$ cat src/rtl/spc_regs.vh
// Purpose: constants for the serial programming and control block
// Assumes: 32-bit axi4-lite data, byte addresses
// Notes:   guarded header, definitions only
`ifndef SPC_REGS_VH
`define SPC_REGS_VH
`define SPC_OFF_CTRL      6'h00
`define SPC_OFF_STATUS    6'h04
`define SPC_OFF_IRQ_STAT  6'h08
`define SPC_OFF_IRQ_MASK  6'h0c
`define SPC_OFF_FREQ_PRI  6'h10
`define SPC_OFF_FREQ_SEC  6'h14
`define SPC_OFF_REF_WORD  6'h18
`define SPC_OFF_ACNT      6'h1c
`define SPC_CTRL_RST      32'h0000_0000
`define SPC_MASK_RST      4'h0
`define SPC_FREQ_BITS     24
`define SPC_REF_BITS      18
`define SPC_FBUF_W        22
`define SPC_RBUF_W        16
`define SPC_ACNT_W        4
`define SPC_BIT_PD_A      0
`define SPC_BIT_PD_B      1
`define SPC_ADDR_F1       2'b00
`define SPC_ADDR_F2       2'b10
`define SPC_ADDR_ACNT     2'b01
`define SPC_ADDR_REF      2'b11
`define SPC_IRQ_F1        0
`define SPC_IRQ_F2        1
`define SPC_IRQ_REF       2
`define SPC_IRQ_LOCKCHG   3
`define SPC_RESP_OKAY     2'b00
`define SPC_RESP_SLVERR   2'b10
`endif

$ cat src/rtl/spc_serial_ctrl.v
// Purpose: three-wire serial loader, word buffers and detector mode logic
// Assumes: serial clock, enable, data and lock comparator are asynchronous pins
// Notes:   serial clock sampled by aclk; host must keep it below aclk/4
// Operation
// frequency-word load is exactly 24 bits in one enable window
// reference-word load is exactly 18 bits in one enable window
// host programs fully with 3 framed loads, 66 bits total; here the a-count buffer needs a fourth 24-bit load, 90 bits in all
// host writes unused frequency bit as zero in divide-by-8/9 mode
// shifter and buffers keep working during power-down
// control bits 00: compare outputs off, both pumps on
// control bits 10: compare outputs on, pump 1 off, pump 2 on
// control bits 01: outputs off, pump 2 on, pump 1 gated by lock
// control bits 11: outputs on, pump 2 on, pump 1 gated by lock
// lock indicator low while in lock window, high otherwise
// gated modes: both pumps on out of lock, pump 1 off after lock
// host picks a mode keeping pump 1 on when it alone drives
// shifter copied to addressed buffer on enable falling edge
// serial words shift most significant bit first
// last two bits pick buffer: 00 f1, 10 f2, 01 a-count, 11 ref
// first frequency buffer used while select high, second while low
// lock comparator result synchronised before gating pump 1
//
// The placing of the registers and the AXI4-Lite slave port were left to the implementer.
`timescale 1ns/1ps
`include "spc_regs.vh"
module spc_serial_ctrl #(
  parameter SR_W = 24
) (
  // clock and reset
  input  wire                    aclk,
  input  wire                    aresetn,
  // axi4-lite write address and data
  input  wire [5:0]              s_axi_awaddr,
  input  wire                    s_axi_awvalid,
  output wire                    s_axi_awready,
  input  wire [31:0]             s_axi_wdata,
  input  wire [3:0]              s_axi_wstrb,
  input  wire                    s_axi_wvalid,
  output wire                    s_axi_wready,
  output reg  [1:0]              s_axi_bresp,
  output reg                     s_axi_bvalid,
  input  wire                    s_axi_bready,
  // axi4-lite read
  input  wire [5:0]              s_axi_araddr,
  input  wire                    s_axi_arvalid,
  output wire                    s_axi_arready,
  output reg  [31:0]             s_axi_rdata,
  output reg  [1:0]              s_axi_rresp,
  output reg                     s_axi_rvalid,
  input  wire                    s_axi_rready,
  // three-wire programming pins
  input  wire                    ser_clk,
  input  wire                    ser_data,
  input  wire                    ser_enable,
  // synthesiser control pins
  input  wire                    freq_word_select,
  input  wire                    power_down,
  input  wire                    lock_window_in,
  // outputs
  output reg  [`SPC_FBUF_W-1:0]  active_freq_word,
  output reg  [`SPC_ACNT_W-1:0]  acnt_word,
  output reg  [12:0]             ref_divide,
  output reg                     prescaler_ratio,
  output reg                     vco_compare_out_en,
  output reg                     pump1_en,
  output reg                     pump2_en,
  output reg                     lock_detect_n,
  output wire                    irq
);

  // synchronisers: first stage read only by second
  reg  [5:0]               sync1_reg;
  reg  [5:0]               sync2_reg;
  reg                      sclk_d_reg;
  reg                      sen_d_reg;
  reg  [SR_W-1:0]          shift_reg;
  reg  [5:0]               count_reg;
  reg  [`SPC_FBUF_W-1:0]   freq_word_primary;
  reg  [`SPC_FBUF_W-1:0]   freq_word_secondary;
  reg  [`SPC_RBUF_W-1:0]   ref_word_reg;
  reg  [`SPC_ACNT_W-1:0]   acnt_buf_reg;
  reg  [3:0]               irq_stat_reg;
  reg  [3:0]               irq_mask_reg;
  reg  [3:0]               irq_set_next;
  reg                      lock_prev_reg;
  reg  [31:0]              err_cnt_reg;
  reg                      aw_held_reg;
  reg                      w_held_reg;
  reg  [5:0]               aw_addr_reg;
  reg  [31:0]              w_data_reg;
  reg  [3:0]               w_strb_reg;
  wire                     sclk_s;
  wire                     sdat_s;
  wire                     sen_s;
  wire                     lock_s;
  wire                     fsel_s;
  wire                     pdn_s;
  wire                     sclk_rise;
  wire                     sen_fall;
  wire                     in_lock;
  wire                     detector_ctrl_bit_a;
  wire                     detector_ctrl_bit_b;
  wire [1:0]               dest_addr;
  wire                     dest_addr_bit_low;
  wire                     dest_addr_bit_high;
  wire                     do_write;
  wire [31:0]              wr_merged;

  assign sclk_s    = sync2_reg[0];
  assign sdat_s    = sync2_reg[1];
  assign sen_s     = sync2_reg[2];
  assign lock_s    = sync2_reg[3];
  assign fsel_s    = sync2_reg[4];
  assign pdn_s     = sync2_reg[5];
  assign sclk_rise = sclk_s & ~sclk_d_reg;
  assign sen_fall  = ~sen_s & sen_d_reg;
  assign in_lock   = lock_s;

  always @(posedge aclk) begin
    if (!aresetn) begin
      sync1_reg  <= 6'h00;
      sync2_reg  <= 6'h00;
      sclk_d_reg <= 1'b0;
      sen_d_reg  <= 1'b0;
    end else begin
      sync1_reg  <= {power_down, freq_word_select, lock_window_in, ser_enable, ser_data, ser_clk};
      sync2_reg  <= sync1_reg;
      sclk_d_reg <= sclk_s;
      sen_d_reg  <= sen_s;
    end
  end

  // destination bits are the last two shifted in
  assign dest_addr_bit_low  = shift_reg[0];
  assign dest_addr_bit_high = shift_reg[1];
  assign dest_addr          = {dest_addr_bit_high, dest_addr_bit_low};

  // length check: a wrong count drops the load rather than corrupt a buffer
  function len_ok;
    input [1:0] addr;
    input [5:0] cnt;
    begin
      if (addr == `SPC_ADDR_REF) begin
        len_ok = (cnt == 6'd`SPC_REF_BITS);
      end else begin
        len_ok = (cnt == 6'd`SPC_FREQ_BITS);
      end
    end
  endfunction

  // power_down deliberately not used here so loads keep working
  always @(posedge aclk) begin
    if (!aresetn) begin
      shift_reg           <= {SR_W{1'b0}};
      count_reg           <= 6'd0;
      freq_word_primary   <= {`SPC_FBUF_W{1'b0}};
      freq_word_secondary <= {`SPC_FBUF_W{1'b0}};
      ref_word_reg        <= {`SPC_RBUF_W{1'b0}};
      acnt_buf_reg        <= {`SPC_ACNT_W{1'b0}};
    end else begin
      if (sen_s && sclk_rise) begin
        shift_reg <= {shift_reg[SR_W-2:0], sdat_s};
        if (count_reg != 6'h3f) begin
          count_reg <= count_reg + 6'd1;
        end
      end
      if (sen_fall) begin
        count_reg <= 6'd0;
        if (len_ok(dest_addr, count_reg)) begin
          case (dest_addr)
            `SPC_ADDR_F1: begin
              freq_word_primary <= shift_reg[SR_W-1:2];
            end
            `SPC_ADDR_F2: begin
              freq_word_secondary <= shift_reg[SR_W-1:2];
            end
            `SPC_ADDR_ACNT: begin
              acnt_buf_reg <= shift_reg[5:2];
            end
            `SPC_ADDR_REF: begin
              ref_word_reg <= shift_reg[`SPC_RBUF_W+1:2];
            end
            default: begin
              acnt_buf_reg <= acnt_buf_reg;
            end
          endcase
        end
      end
    end
  end

  // reference word: bits 1:0 detector control, 2 prescaler, 15:3 divider
  assign detector_ctrl_bit_a = ref_word_reg[`SPC_BIT_PD_A];
  assign detector_ctrl_bit_b = ref_word_reg[`SPC_BIT_PD_B];

  always @(posedge aclk) begin
    if (!aresetn) begin
      active_freq_word   <= {`SPC_FBUF_W{1'b0}};
      acnt_word          <= {`SPC_ACNT_W{1'b0}};
      ref_divide         <= 13'h0000;
      prescaler_ratio    <= 1'b0;
      vco_compare_out_en <= 1'b0;
      pump1_en           <= 1'b1;
      pump2_en           <= 1'b1;
      lock_detect_n      <= 1'b1;
    end else begin
      active_freq_word <= fsel_s ? freq_word_primary
                                           : freq_word_secondary;
      acnt_word        <= acnt_buf_reg;
      ref_divide       <= ref_word_reg[15:3];
      prescaler_ratio  <= ref_word_reg[2];
      lock_detect_n    <= ~in_lock;
      pump2_en         <= 1'b1;
      case ({detector_ctrl_bit_a, detector_ctrl_bit_b})
        2'b00: begin
          vco_compare_out_en <= 1'b0;
          pump1_en           <= 1'b1;
        end
        2'b10: begin
          vco_compare_out_en <= 1'b1;
          pump1_en           <= 1'b0;
        end
        2'b01: begin
          vco_compare_out_en <= 1'b0;
          pump1_en           <= ~in_lock;
        end
        2'b11: begin
          vco_compare_out_en <= 1'b1;
          pump1_en           <= ~in_lock;
        end
        default: begin
          vco_compare_out_en <= 1'b0;
          pump1_en           <= 1'b1;
        end
      endcase
    end
  end

  // axi4-lite slave, single outstanding write and read
  assign s_axi_awready = ~aw_held_reg & ~s_axi_bvalid;
  assign s_axi_wready  = ~w_held_reg & ~s_axi_bvalid;
  assign s_axi_arready = ~s_axi_rvalid;
  assign do_write      = aw_held_reg & w_held_reg & ~s_axi_bvalid;
  assign wr_merged     = {w_strb_reg[3] ? w_data_reg[31:24] : 8'h00,
                          w_strb_reg[2] ? w_data_reg[23:16] : 8'h00,
                          w_strb_reg[1] ? w_data_reg[15:8]  : 8'h00,
                          w_strb_reg[0] ? w_data_reg[7:0]   : 8'h00};

  always @* begin
    irq_set_next = 4'h0;
    if (sen_fall && len_ok(dest_addr, count_reg)) begin
      irq_set_next[`SPC_IRQ_F1]  = (dest_addr == `SPC_ADDR_F1);
      irq_set_next[`SPC_IRQ_F2]  = (dest_addr == `SPC_ADDR_F2);
      irq_set_next[`SPC_IRQ_REF] = (dest_addr == `SPC_ADDR_REF);
    end
    irq_set_next[`SPC_IRQ_LOCKCHG] = (in_lock != lock_prev_reg);
  end

  assign irq = |(irq_stat_reg & irq_mask_reg);

  always @(posedge aclk) begin
    if (!aresetn) begin
      aw_held_reg   <= 1'b0;
      w_held_reg    <= 1'b0;
      aw_addr_reg   <= 6'h00;
      w_data_reg    <= 32'h0000_0000;
      w_strb_reg    <= 4'h0;
      s_axi_bvalid  <= 1'b0;
      s_axi_bresp   <= `SPC_RESP_OKAY;
      irq_stat_reg  <= 4'h0;
      irq_mask_reg  <= `SPC_MASK_RST;
      lock_prev_reg <= 1'b0;
      err_cnt_reg   <= `SPC_CTRL_RST;
    end else begin
      lock_prev_reg <= in_lock;
      if (s_axi_awvalid && s_axi_awready) begin
        aw_held_reg <= 1'b1;
        aw_addr_reg <= s_axi_awaddr;
      end
      if (s_axi_wvalid && s_axi_wready) begin
        w_held_reg <= 1'b1;
        w_data_reg <= s_axi_wdata;
        w_strb_reg <= s_axi_wstrb;
      end
      // set wins over write-one-to-clear
      irq_stat_reg <= irq_stat_reg | irq_set_next;
      if (sen_fall && !len_ok(dest_addr, count_reg)) begin
        err_cnt_reg <= err_cnt_reg + 32'd1;
      end
      if (do_write) begin
        aw_held_reg  <= 1'b0;
        w_held_reg   <= 1'b0;
        s_axi_bvalid <= 1'b1;
        s_axi_bresp  <= `SPC_RESP_OKAY;
        case (aw_addr_reg)
          `SPC_OFF_IRQ_STAT: begin
            irq_stat_reg <= (irq_stat_reg & ~wr_merged[3:0]) | irq_set_next;
          end
          `SPC_OFF_IRQ_MASK: begin
            if (w_strb_reg[0]) begin
              irq_mask_reg <= w_data_reg[3:0];
            end
          end
          `SPC_OFF_CTRL: begin
            if (wr_merged != 32'h0000_0000) begin
              err_cnt_reg <= 32'h0000_0000;
            end
          end
          `SPC_OFF_STATUS, `SPC_OFF_FREQ_PRI, `SPC_OFF_FREQ_SEC,
          `SPC_OFF_REF_WORD, `SPC_OFF_ACNT: begin
            s_axi_bresp <= `SPC_RESP_OKAY;
          end
          default: begin
            s_axi_bresp <= `SPC_RESP_SLVERR;
          end
        endcase
      end
      if (s_axi_bvalid && s_axi_bready) begin
        s_axi_bvalid <= 1'b0;
      end
    end
  end

  always @(posedge aclk) begin
    if (!aresetn) begin
      s_axi_rvalid <= 1'b0;
      s_axi_rdata  <= 32'h0000_0000;
      s_axi_rresp  <= `SPC_RESP_OKAY;
    end else begin
      if (s_axi_arvalid && s_axi_arready) begin
        s_axi_rvalid <= 1'b1;
        s_axi_rresp  <= `SPC_RESP_OKAY;
        case (s_axi_araddr)
          `SPC_OFF_CTRL: begin
            s_axi_rdata <= err_cnt_reg;
          end
          `SPC_OFF_STATUS: begin
            s_axi_rdata <= {26'h0, pdn_s, fsel_s, sen_s,
                            pump1_en, vco_compare_out_en, in_lock};
          end
          `SPC_OFF_IRQ_STAT: begin
            s_axi_rdata <= {28'h0, irq_stat_reg};
          end
          `SPC_OFF_IRQ_MASK: begin
            s_axi_rdata <= {28'h0, irq_mask_reg};
          end
          `SPC_OFF_FREQ_PRI: begin
            s_axi_rdata <= {10'h0, freq_word_primary};
          end
          `SPC_OFF_FREQ_SEC: begin
            s_axi_rdata <= {10'h0, freq_word_secondary};
          end
          `SPC_OFF_REF_WORD: begin
            s_axi_rdata <= {16'h0, ref_word_reg};
          end
          `SPC_OFF_ACNT: begin
            s_axi_rdata <= {28'h0, acnt_buf_reg};
          end
          default: begin
            s_axi_rdata <= 32'h0000_0000;
            s_axi_rresp <= `SPC_RESP_SLVERR;
          end
        endcase
      end else if (s_axi_rvalid && s_axi_rready) begin
        s_axi_rvalid <= 1'b0;
      end
    end
  end

endmodule

$ cat config.mk
export PLATFORM = sky130hd
export DESIGN_NAME = spc_serial_ctrl
export DESIGN_NICKNAME = d
export VERILOG_FILES = /design/src/rtl/spc_serial_ctrl.v
export VERILOG_INCLUDE_DIRS = /design/src /design/src/rtl
export SDC_FILE = /design/constraint.sdc
export NUM_CORES = 1
export LEC_CHECK = 0
export BUFFER_PORTS_ARGS = -buffer_cell sky130_fd_sc_hd__buf_2
export CAP_MARGIN = 25
export CORE_UTILIZATION = 55
export CTS_CLUSTER_DIAMETER = 40
export DETAILED_ROUTE_END_ITERATION = 6
export PLACE_DENSITY = 0.77
export SYNTH_ARGS = -nofsm -noshare
export SYNTH_HDL_FRONTEND = slang
export SYNTH_SLANG_ARGS = --single-unit
$ cat constraint.sdc
create_clock -name aclk -period 4 [get_ports aclk]
set_input_delay 0.6 -clock aclk [delete_from_list [all_inputs] [get_ports aclk]]
set_output_delay 0.6 -clock aclk [all_outputs]
set_load 0.005 [all_outputs]
==> metrics.yaml, run 1 <==
floorplanning:
  fp.coreArea_um2: 19530
  die-area_um2: 20530
  initial_core_util: 0.5622
  die_w_um: 143.3
  fp.dieH_um: 143.3
  num_rows: 51
  io-pin-count: 147
logic_synthesis:
  syn-cell-area_um2: 10980
  synth_top_cells_by_area: "dfxtp_1, nand2_1, a21boi_0"
  synthSimpleGateAreaFrac: 0.2129
  netlist_top_cells_count: "dfxtp_1, nand2_1, a21boi_0"
  synth-adder-area-share: 0.002279
  synth_area_per_cell_um2: 9.179
  yosys.cell_count.top_type: "dfxtp_1"
  async_flop_share: 0
  synth_cells: 1196
  synth_top_family_by_area: "simple AND/OR/NAND/NOR gates"
  synth_compound_area_frac: 0.1688
  synth_flop_cell: "dfxtp_1"
  synth_top_cell_by_area: "dfxtp_1"
  synthXorXnorAreaFrac: 0.02314
  yosysUniqueCellTypes: 58
  yosysWarnings: 0
  synthMuxAreaShare: 0.05984
  synth_edf_count: 0
  yosys.area.top_type_share: 0.4960
  seq_area_frac_synth: 0.4960
  ys_seq_elements: 272
worst_setup_path:
  critPathTopFamily: "simple AND/OR/NAND/NOR gates"
  arrival_ps: 2860
  path_cells: "nor4b_4 > buf_4 > o211ai_2 > or3_1 > nand2_1 > a21boi_0"
  cp-start-kind: "flip-flop"
  crit_path_max_fanout: 24
  cp_slowest_cell: "or3_1"
  worstSetupPathType: "reg -> reg"
  cp-end-kind: "flip-flop"
  worstPathRequired_ps: 4430
  worstSetupStartpoint: "count_reg[5]"
  crit_buf_inv: 1
  r2r-start: "count_reg[5]"
  crit_path_max_incr_delay_ps: 800
power_and_ir_drop:
  seqPwrFrac: 0.476
  ir_drop_v: 0.0003568
  switching_share: 0.2186
  intPower_mw: 4.566
  powerDensity_nw_per_um2: 454.8
  p_leak_nw: 4.907
  combPwrFrac: 0.040
  switchingPower_mw: 1.277
  clkPwrFrac: 0.483
detailed_routing:
  firstDrtPassIters: 6
  ant_nets: 0
  num_vias: 8785
  viasPerCell: 5.522
  drt_wl_total_um: 25910
  first_iter_violations: 594
  wire_per_inst_um: 16.28
  drc_errors: 0
finish:
  drive_gt1_frac: 0.1713
  syn_to_final_growth_pct: 17.03
  fin_cells: 1591
  nets: 1365
timing:
  period_minus_slack_ps: 2434
  tightest_slew_ps: 1077
  fmaxAchievable_ghz: 0.4108
  slew_viol_final: 0
  rsz0062_at_grt: "false"
  period_share: 0.6086
  setup_viol: 0
  slew_headroom: 0.2817
  skew_ps: 13.28
  hold_viol: 0
  setup_tns_ps: 0
job:
  maxCapViolCount: 0
clocking:
  cts.hold.buffers_added: 0
  clock_tree.buffer_depth: 3
  cts_inserted_buffers: 31
  cts.htree.levels: 1
  cts_tree: "done"
  cts-resized-gates: 0
  cts_root_buf: "clkbuf_16"
  clkLatencyLatePin_ps: 560
  postCtsSetupBuffers: 0
  clkTransAtPathRegs_ps: 60
  clock_sinks: 272
hold_path:
  hold_start: "power_down"
  hp-class: "in -> reg"
global_route:
  antenna_found_initial: 1
  grt_pass1_vias: 8521
  grt_pass1_wl_um: 42370
  grt.overflow.total: 0
  grt_max_degree: 93
  grt.total_usage: 0.2578
status:
  outcome: "completed"
placement:
  gp_congestion: 0.7965
  numPortBuffers: 143
  placed_cells: 1533
  dp_hpwl_um: 16560
==> power by group through the flow <==
| stage | logic, mW | registers, mW | clock network [mW] |
|---|---|---|---|
| after global placement | 0.231 | 2.84 | 0 |
| after detailed placement | 0.236 | 2.84 | 0 |
| final | 0.235 | 2.78 | 2.82 |
| after CTS | 0.237 | 2.78 | 2.87 |
| after floorplan | 0.169 | 2.83 | 0 |
| after global routing | 0.262 | 2.79 | 2.98 |
==> worst reg2reg max path, cell delays in order (launching register included) <==
cell and delay [ps]:
dfxtp_1 350, nor4b_4 270, buf_4 300, o211ai_2 230, or3_1 800, nand2_1 250, a21boi_0 110
==> stage by stage <==
| step | hold slack (ps) | area [um2] | power [mW] | setup WS (ps) | util |
|---|---|---|---|---|---|
| final | 247.7 | 12850 | 5.844 | 1566 | 0.6580 |
| after global placement | 415.6 | 11760 | 3.073 | 1378 | 0.6024 |
| after floorplan | 411.9 | 10980 | 2.999 | 1873 | - |
| after detailed placement | 420.4 | 11780 | 3.079 | 1205 | 0.6032 |
| after CTS | 237.9 | 12820 | 5.887 | 1543 | 0.6564 |
| after global routing | 259.9 | 12840 | 6.034 | 1455 | 0.6578 |
==> layout make-up <==
class                           count  area, um2
Antenna cell                        1      2.502
Tap cell                          265      331.6
Inverter                            7      26.28
Clock buffer                       41      863.3
Sequential cell                   272       5446
Fill cell                        1622       6679
Multi-Input combinational cell    832       5142
Timing Repair Buffer              158      858.3
Clock inverter                     15      176.4
==> per-layer routing <==
layer,global-route usage,part of all wire
met5,0,0
met4,0.09742,0.030
met3,0.05064,0.062
met2,0.4306,0.47
met1,0.3285,0.44
==> path summary, 6_finish.rpt <==
path | slack, ps | cells after the start | to
setup / recovery | 1570 | 6 | freq_word_primary[10]
hold / removal | 250 | 2 | sync1_reg[5]
hold reg to reg | 430 | 1 | sync2_reg[2]
setup reg to reg | 1570 | 6 | freq_word_primary[10]
==> layout by cell type, fill, tap and decap left out, types with 4 or more instances in the layout <==
| cell | instances |
|---|---|
| nor4_1 | 9 |
| o21ai_0 | 18 |
| clkinv_2 | 4 |
| dfxtp_1 | 271 |
| a22oi_1 | 26 |
| a2111oi_0 | 9 |
| o31ai_1 | 5 |
| clkbuf_16 | 31 |
| a211oi_1 | 11 |
| and3_1 | 11 |
| a21oi_1 | 23 |
| buf_2 | 142 |
| nand2b_1 | 5 |
| clkbuf_1 | 5 |
| inv_1 | 7 |
| mux2i_1 | 60 |
| and4_1 | 6 |
| a21boi_0 | 121 |
| nor2b_1 | 60 |
| nor2_1 | 39 |
| a211o_1 | 4 |
| clkbuf_8 | 5 |
| buf_4 | 14 |
| nand2_1 | 254 |
| mux2_2 | 5 |
| a21o_1 | 11 |
| or4_1 | 6 |
| and2_1 | 39 |
| or3_1 | 4 |
| a222oi_1 | 10 |
| xnor2_1 | 24 |
| xor2_1 | 5 |
| nand4_1 | 9 |
| nand3_1 | 20 |
==> cells by family after synthesis <==
group                      Yosys count
AOI/OAI and AO/OA                  253
adders and majority gates            2
DFF                                272
and+or+nand+nor                    480
buffers and inverters               93
xor gates and xnor gates            29
other                                2
muxes                               65
No activity file was read; power rests on OpenSTA's default activity.
==> run 2, diff against run 1 <==
Settings changed: ABC_AREA set to 1.
Clock period 4 ns to 2.4 ns, I/O delays scaled along.
==> metrics.yaml, run 2 <==
detailed_routing:
  drc_errors: 0
  drt_wl_total_um: 29040
  viasPerCell: 5.296
  wire_per_inst_um: 14.65
  first_iter_violations: 857
  firstDrtPassIters: 5
  ant_nets: 0
  num_vias: 10497
logic_synthesis:
  seq_area_frac_synth: 0.4899
  synth_compound_area_frac: 0.1335
  yosysWarnings: 0
  synthSimpleGateAreaFrac: 0.2834
  yosys.cell_count.top_type: "nor2_1"
  syn-cell-area_um2: 11110
  synth_area_per_cell_um2: 7.088
  synthXorXnorAreaFrac: 0.01182
  synth_top_cells_by_area: "dfxtp_1, nor2_1, nand2_1"
  ys_seq_elements: 272
  synthMuxAreaShare: 0
  synth_edf_count: 0
  synth_top_family_by_area: "simple AND/OR/NAND/NOR gates"
  synth_cells: 1568
  synth_flop_cell: "dfxtp_1"
  async_flop_share: 0
  synth-adder-area-share: 0.002251
  netlist_top_cells_count: "nor2_1, nand2_1, dfxtp_1"
  yosys.area.top_type_share: 0.4899
  yosysUniqueCellTypes: 37
  synth_top_cell_by_area: "dfxtp_1"
timing:
  slew_headroom: 0.4634
  slew_viol_final: 0
  fmaxAchievable_ghz: 0.5014
  rsz0062_at_grt: "false"
  holdWs_ps: 32.11
  setup_tns_ps: 0
  setup_viol: 0
  skew_ps: 19.11
  tightest_slew_ps: 804.0
  setup_slack_ps: 405.7
  hold_viol: 0
  period_share: 0.8310
  period_minus_slack_ps: 1994
clocking:
  clkTransAtPathRegs_ps: 60
  postCtsSetupBuffers: 0
  cts-resized-gates: 0
  cts_inserted_buffers: 35
  clock_tree.buffer_depth: 3
  clock_sinks: 272
  cts.htree.levels: 2
  clkLatencyLatePin_ps: 510
  cts_root_buf: "clkbuf_16"
  cts.hold.buffers_added: 0
  cts_tree: "done"
floorplanning:
  fp.dieH_um: 144.2
  io-pin-count: 147
  num_rows: 51
  die_w_um: 144.2
  fp.coreArea_um2: 19650
  die-area_um2: 20780
  initial_core_util: 0.5655
global_route:
  grt.total_usage: 0.2817
  grt_pass1_vias: 9471
  grt.overflow.total: 0
  grt_max_degree: 83
  antenna_found_initial: 0
  grt_pass1_wl_um: 45980
placement:
  numPortBuffers: 143
  placedInstanceArea_um2: 12010
  placed_cells: 1921
  dp_hpwl_um: 19490
  place_ws_ps: 486.8
  gp_congestion: 0.9026
power_and_ir_drop:
  powerDensity_nw_per_um2: 796.0
  clkPwrFrac: 0.496
  intPower_mw: 8.060
  combPwrFrac: 0.054
  switchingPower_mw: 2.425
  seqPwrFrac: 0.450
  switching_share: 0.2313
  p_total_mw: 10.49
  p_leak_nw: 6.016
  ir_drop_v: 0.0005267
finish:
  drive_gt1_frac: 0.1415
  n_antenna_cell: 0
  fin_util: 0.6702
  fin_cells: 1982
  layout_common_cells: "nor2_1, nand2_1, dfxtp_1, o21ai_0, buf_2"
  final_area_um2: 13170
  nets: 1756
  layout_commonest_cell: "nor2_1"
  syn_to_final_growth_pct: 18.51
worst_setup_path:
  crit_path_max_fanout: 22
  path_cells: "nand2_1 > inv_2 > nand2_1 > nand2_2 > nand2_4 > nor2_8 > nand3_4 > inv_2 > nor2_1 > nor2_1"
  cp-end-kind: "flip-flop"
  crit_buf_inv: 2
  arrival_ps: 2430
  critPathTopFamily: "simple AND/OR/NAND/NOR gates"
  worstSetupPathType: "reg -> reg"
  cp_slowest_cell: "dfxtp_1"
  cp-start-kind: "flip-flop"
  worstPathRequired_ps: 2840
  crit_path_max_incr_delay_ps: 430
status:
  outcome: "completed"
hold_path:
  hp-class: "in -> reg"
job:
  maxCapViolCount: 0
[run 2: changes by cell type after synthesis, moves of 64 or more]
cell | before | now
a21oi_1 | 23 | 97
o21ai_0 | 18 | 180
nand2_1 | 254 | 318
nor2_1 | 39 | 321
a21boi_0 | 121 | 0
inv_1 | 7 | 130
[run 2: cell families (layout without fill, tap and decap cells)]
logic type / Yosys count / in the layout
adders and majority gates: 2 / 2
and+or+nand+nor: 768 / 768
DFF: 272 / 272
buffers and inverters: 215 / 363
other: 2 / 3
xor gates and xnor gates: 15 / 15
AOI/OAI and AO/OA: 294 / 294
[run 2: layer usage]
layer	part of all wire	routed length (um)	track usage	up-vias
met3	0.061	1785	0.04238	68
met2	0.48	14070	0.4869	370
met1	0.42	12330	0.3519	4808
met4	0.029	849	0.1108	0
met5	0	0	0	-
li1	-	-	-	5251
[run 2: worst paths after layout]
kind | from | endpoint | slack, ps | cells past startpoint
worst max-delay path | shift_reg[1] | freq_word_primary[3] | 410 | 10
worst min-delay path | ser_data | sync1_reg[1] | 30 | 3
worst max register to register | shift_reg[1] | freq_word_primary[3] | 410 | 10
worst min register to register | sync1_reg[2] | sync2_reg[2] | 410 | 2
[run 2: area by class of cell]
cell class              count  area (um2)
fillers                  1737        6482
flip-flops and latches    272        5445
multi-input cells        1082        4801
clock buffers              41       928.4
repair buffers            167       923.4
inverters                 135       506.7
well taps                 265       331.6
clock inverters            20       235.2
[run 2: power groups by stage]
stage / logic, mW / registers [mW] / clock network (mW)
6_report: 0.563 / 4.72 / 5.20
5_1_grt: 0.642 / 4.73 / 5.44
4_1_cts: 0.561 / 4.72 / 5.24
3_5_place_dp: 0.557 / 4.81 / 0
3_3_place_gp: 0.549 / 4.81 / 0
2_1_floorplan: 0.374 / 4.79 / 0
[run 2: worst register-to-register path: stages, from the launching register on]
cell and delay, ps:
dfxtp_1 430, nand2_1 120, inv_2 100, nand2_1 70, nand2_2 100, nand2_4 110
nor2_8 180, nand3_4 190, inv_2 400, nor2_1 110, nor2_1 120
==> run 3, diff against run 2 <==
Settings changed: ABC_AREA 1 to 0, CORE_UTILIZATION 55 to 52, PLACE_DENSITY 0.77 to 0.76.
Clock period 2.4 ns to 1.7 ns, I/O delays scaled along.
==> metrics.yaml, run 3 (synthesized netlist as in run 1, its figures left out) <==
status:
  outcome: "finished, violations left"
  violations: "setup timing"
floorplanning:
  num_rows: 52
  die_w_um: 147.3
  fp.coreArea_um2: 20490
  initial_core_util: 0.5357
  die-area_um2: 21700
  fp.dieH_um: 147.3
  io-pin-count: 147
hold_path:
  hp-class: "in -> reg"
  holdPathEnd: "w_data_reg[15]"
  hold_start: "s_axi_wdata[15]"
  min_path_cells: 3
timing:
  fmaxAchievable_ghz: 0.5019
  slew_headroom: 0.4790
  setup_tns_ps: -16220
  hold_viol: 0
  slew_viol_final: 0
  tightest_slew_ps: 779.9
  setup_viol: 99
  period_share: 1.172
  skew_ps: 26.60
  setup_slack_ps: -292.6
  rsz0062_at_grt: "true"
  period_minus_slack_ps: 1993
power_and_ir_drop:
  clkPwrFrac: 0.528
  seqPwrFrac: 0.423
  switchingPower_mw: 3.434
  combPwrFrac: 0.049
  switching_share: 0.2224
  intPower_mw: 12.00
  ir_drop_v: 0.0008091
  powerDensity_nw_per_um2: 1025
  p_leak_nw: 6.001
global_route:
  grt_pass1_wl_um: 48510
  grt.overflow.total: 0
  grt.total_usage: 0.2798
  grt_pass1_vias: 9621
  antenna_found_initial: 3
  grt_max_degree: 65
worst_setup_path:
  ff2ff_path_depth: 6
  timing.rr.end: "err_cnt_reg[20]"
  worstSetupPathType: "reg -> reg"
  crit_path_max_fanout: 32
  r2r_slack_ps: -290
  cp-end-kind: "flip-flop"
  cp-start-kind: "flip-flop"
  arrival_ps: 2360
  r2r-start: "s_axi_bvalid"
  worstPathRequired_ps: 2070
detailed_routing:
  ant_nets: 0
  num_vias: 9855
  firstDrtPassIters: 6
  viasPerCell: 5.606
  wire_per_inst_um: 18.03
  drc_errors: 0
  first_iter_violations: 840
  drt_wl_total_um: 31700
clocking:
  clock_tree.buffer_depth: 3
  cts.htree.levels: 2
  cts_inserted_buffers: 36
  cts_tree: "done"
  clkLatencyLatePin_ps: 510
  cts_root_buf: "clkbuf_16"
  clkTransAtPathRegs_ps: 60
  clock_sinks: 272
finish:
  nets: 1520
  fillers: 1350
  drive_gt1_frac: 0.3024
  fin_util: 0.7350
  syn_to_final_growth_pct: 37.22
  seq_area_um2: 5451
  multi_input_area_um2: 5570
  layout_commonest_cell: "dfxtp_1"
  layout_common_cells: "dfxtp_1, nand2_1, buf_2, buf_4, a21boi_0"
placement:
  place_ws_ps: -293.2
  numPortBuffers: 143
  gp_congestion: 0.8569
  dp_hpwl_um: 18200
job:
  maxCapViolCount: 0
## run 3: cell count changes in the layout (fill, tap and decap cells not counted), sizes merged, moves of 67 or more
cell,change
a21boi,+121
a21oi,-74
buf,+110
inv,-119
nand2,-67
nor2,-288
o21ai,-171
## run 3: metal layers
layer	GRT usage	share of wire
met5	0	0
met4	0.1464	0.052
met3	0.05342	0.067
met1	0.3404	0.40
met2	0.4693	0.48
## run 3: worst max-delay path by stage
stage | cells after the start | to | slack [ps] | startpoint
global placement | 6 | err_cnt_reg[21] | -220 | s_axi_bvalid
global route | 7 | err_cnt_reg[20] | -390 | err_cnt_reg[1]
floorplan | 6 | err_cnt_reg[30] | -210 | s_axi_bvalid
finish | 6 | err_cnt_reg[20] | -290 | s_axi_bvalid
detailed placement | 7 | err_cnt_reg[14] | -290 | w_data_reg[27]
CTS | 6 | err_cnt_reg[20] | -280 | s_axi_bvalid
## run 3: cell type report
cell class | count | share of cell area
Multi-Input combinational cell | 832 | 0.3698
Clock buffer | 44 | 0.06586
Sequential cell | 272 | 0.3619
Timing Repair Buffer | 308 | 0.1568
Tap cell | 270 | 0.02243
Inverter | 7 | 0.001744
Antenna cell | 3 | 0.0004983
Clock inverter | 22 | 0.02101
## run 3: per-stage QoR
step	total power, mW	hold WS [ps]	instances	cell area, um2
5_1_grt	15.86	8.452	1757	15060
3_5_place_dp	7.331	419.3	1638	12700
4_1_cts	15.47	0.1805	1753	14780
2_1_floorplan	7.061	382.3	1197	11060
6_report	15.44	6.819	1758	15060
3_3_place_gp	7.314	416.4	1638	12700
## run 3: power by group through the flow
stage	sequential, mW	combinational (mW)	clock [mW]
2_1_floorplan	6.66	0.404	0
4_1_cts	6.53	0.732	8.21
6_report	6.53	0.760	8.14
5_1_grt	6.54	0.823	8.50
3_3_place_gp	6.66	0.652	0
3_5_place_dp	6.67	0.666	0
## run 3: repair_timing
item | CTS | global route
endpoints found under the hold margin | 31 | 0
endpoints found under the setup margin | 104 | 108
hold buffers | 31 | 0
pin swaps | 24 | 36
resized for setup | 91 | 72
buffers inserted | 11 | 7
gates cloned | 7 | 0
## run 3: critical path: stages, from the launching register on
cell and delay [ps]:
dfxtp_2 310, nand3b_1 170, or4_4 450, or4_4 440, o21ai_4 180, buf_12 200, a21oi_1 60
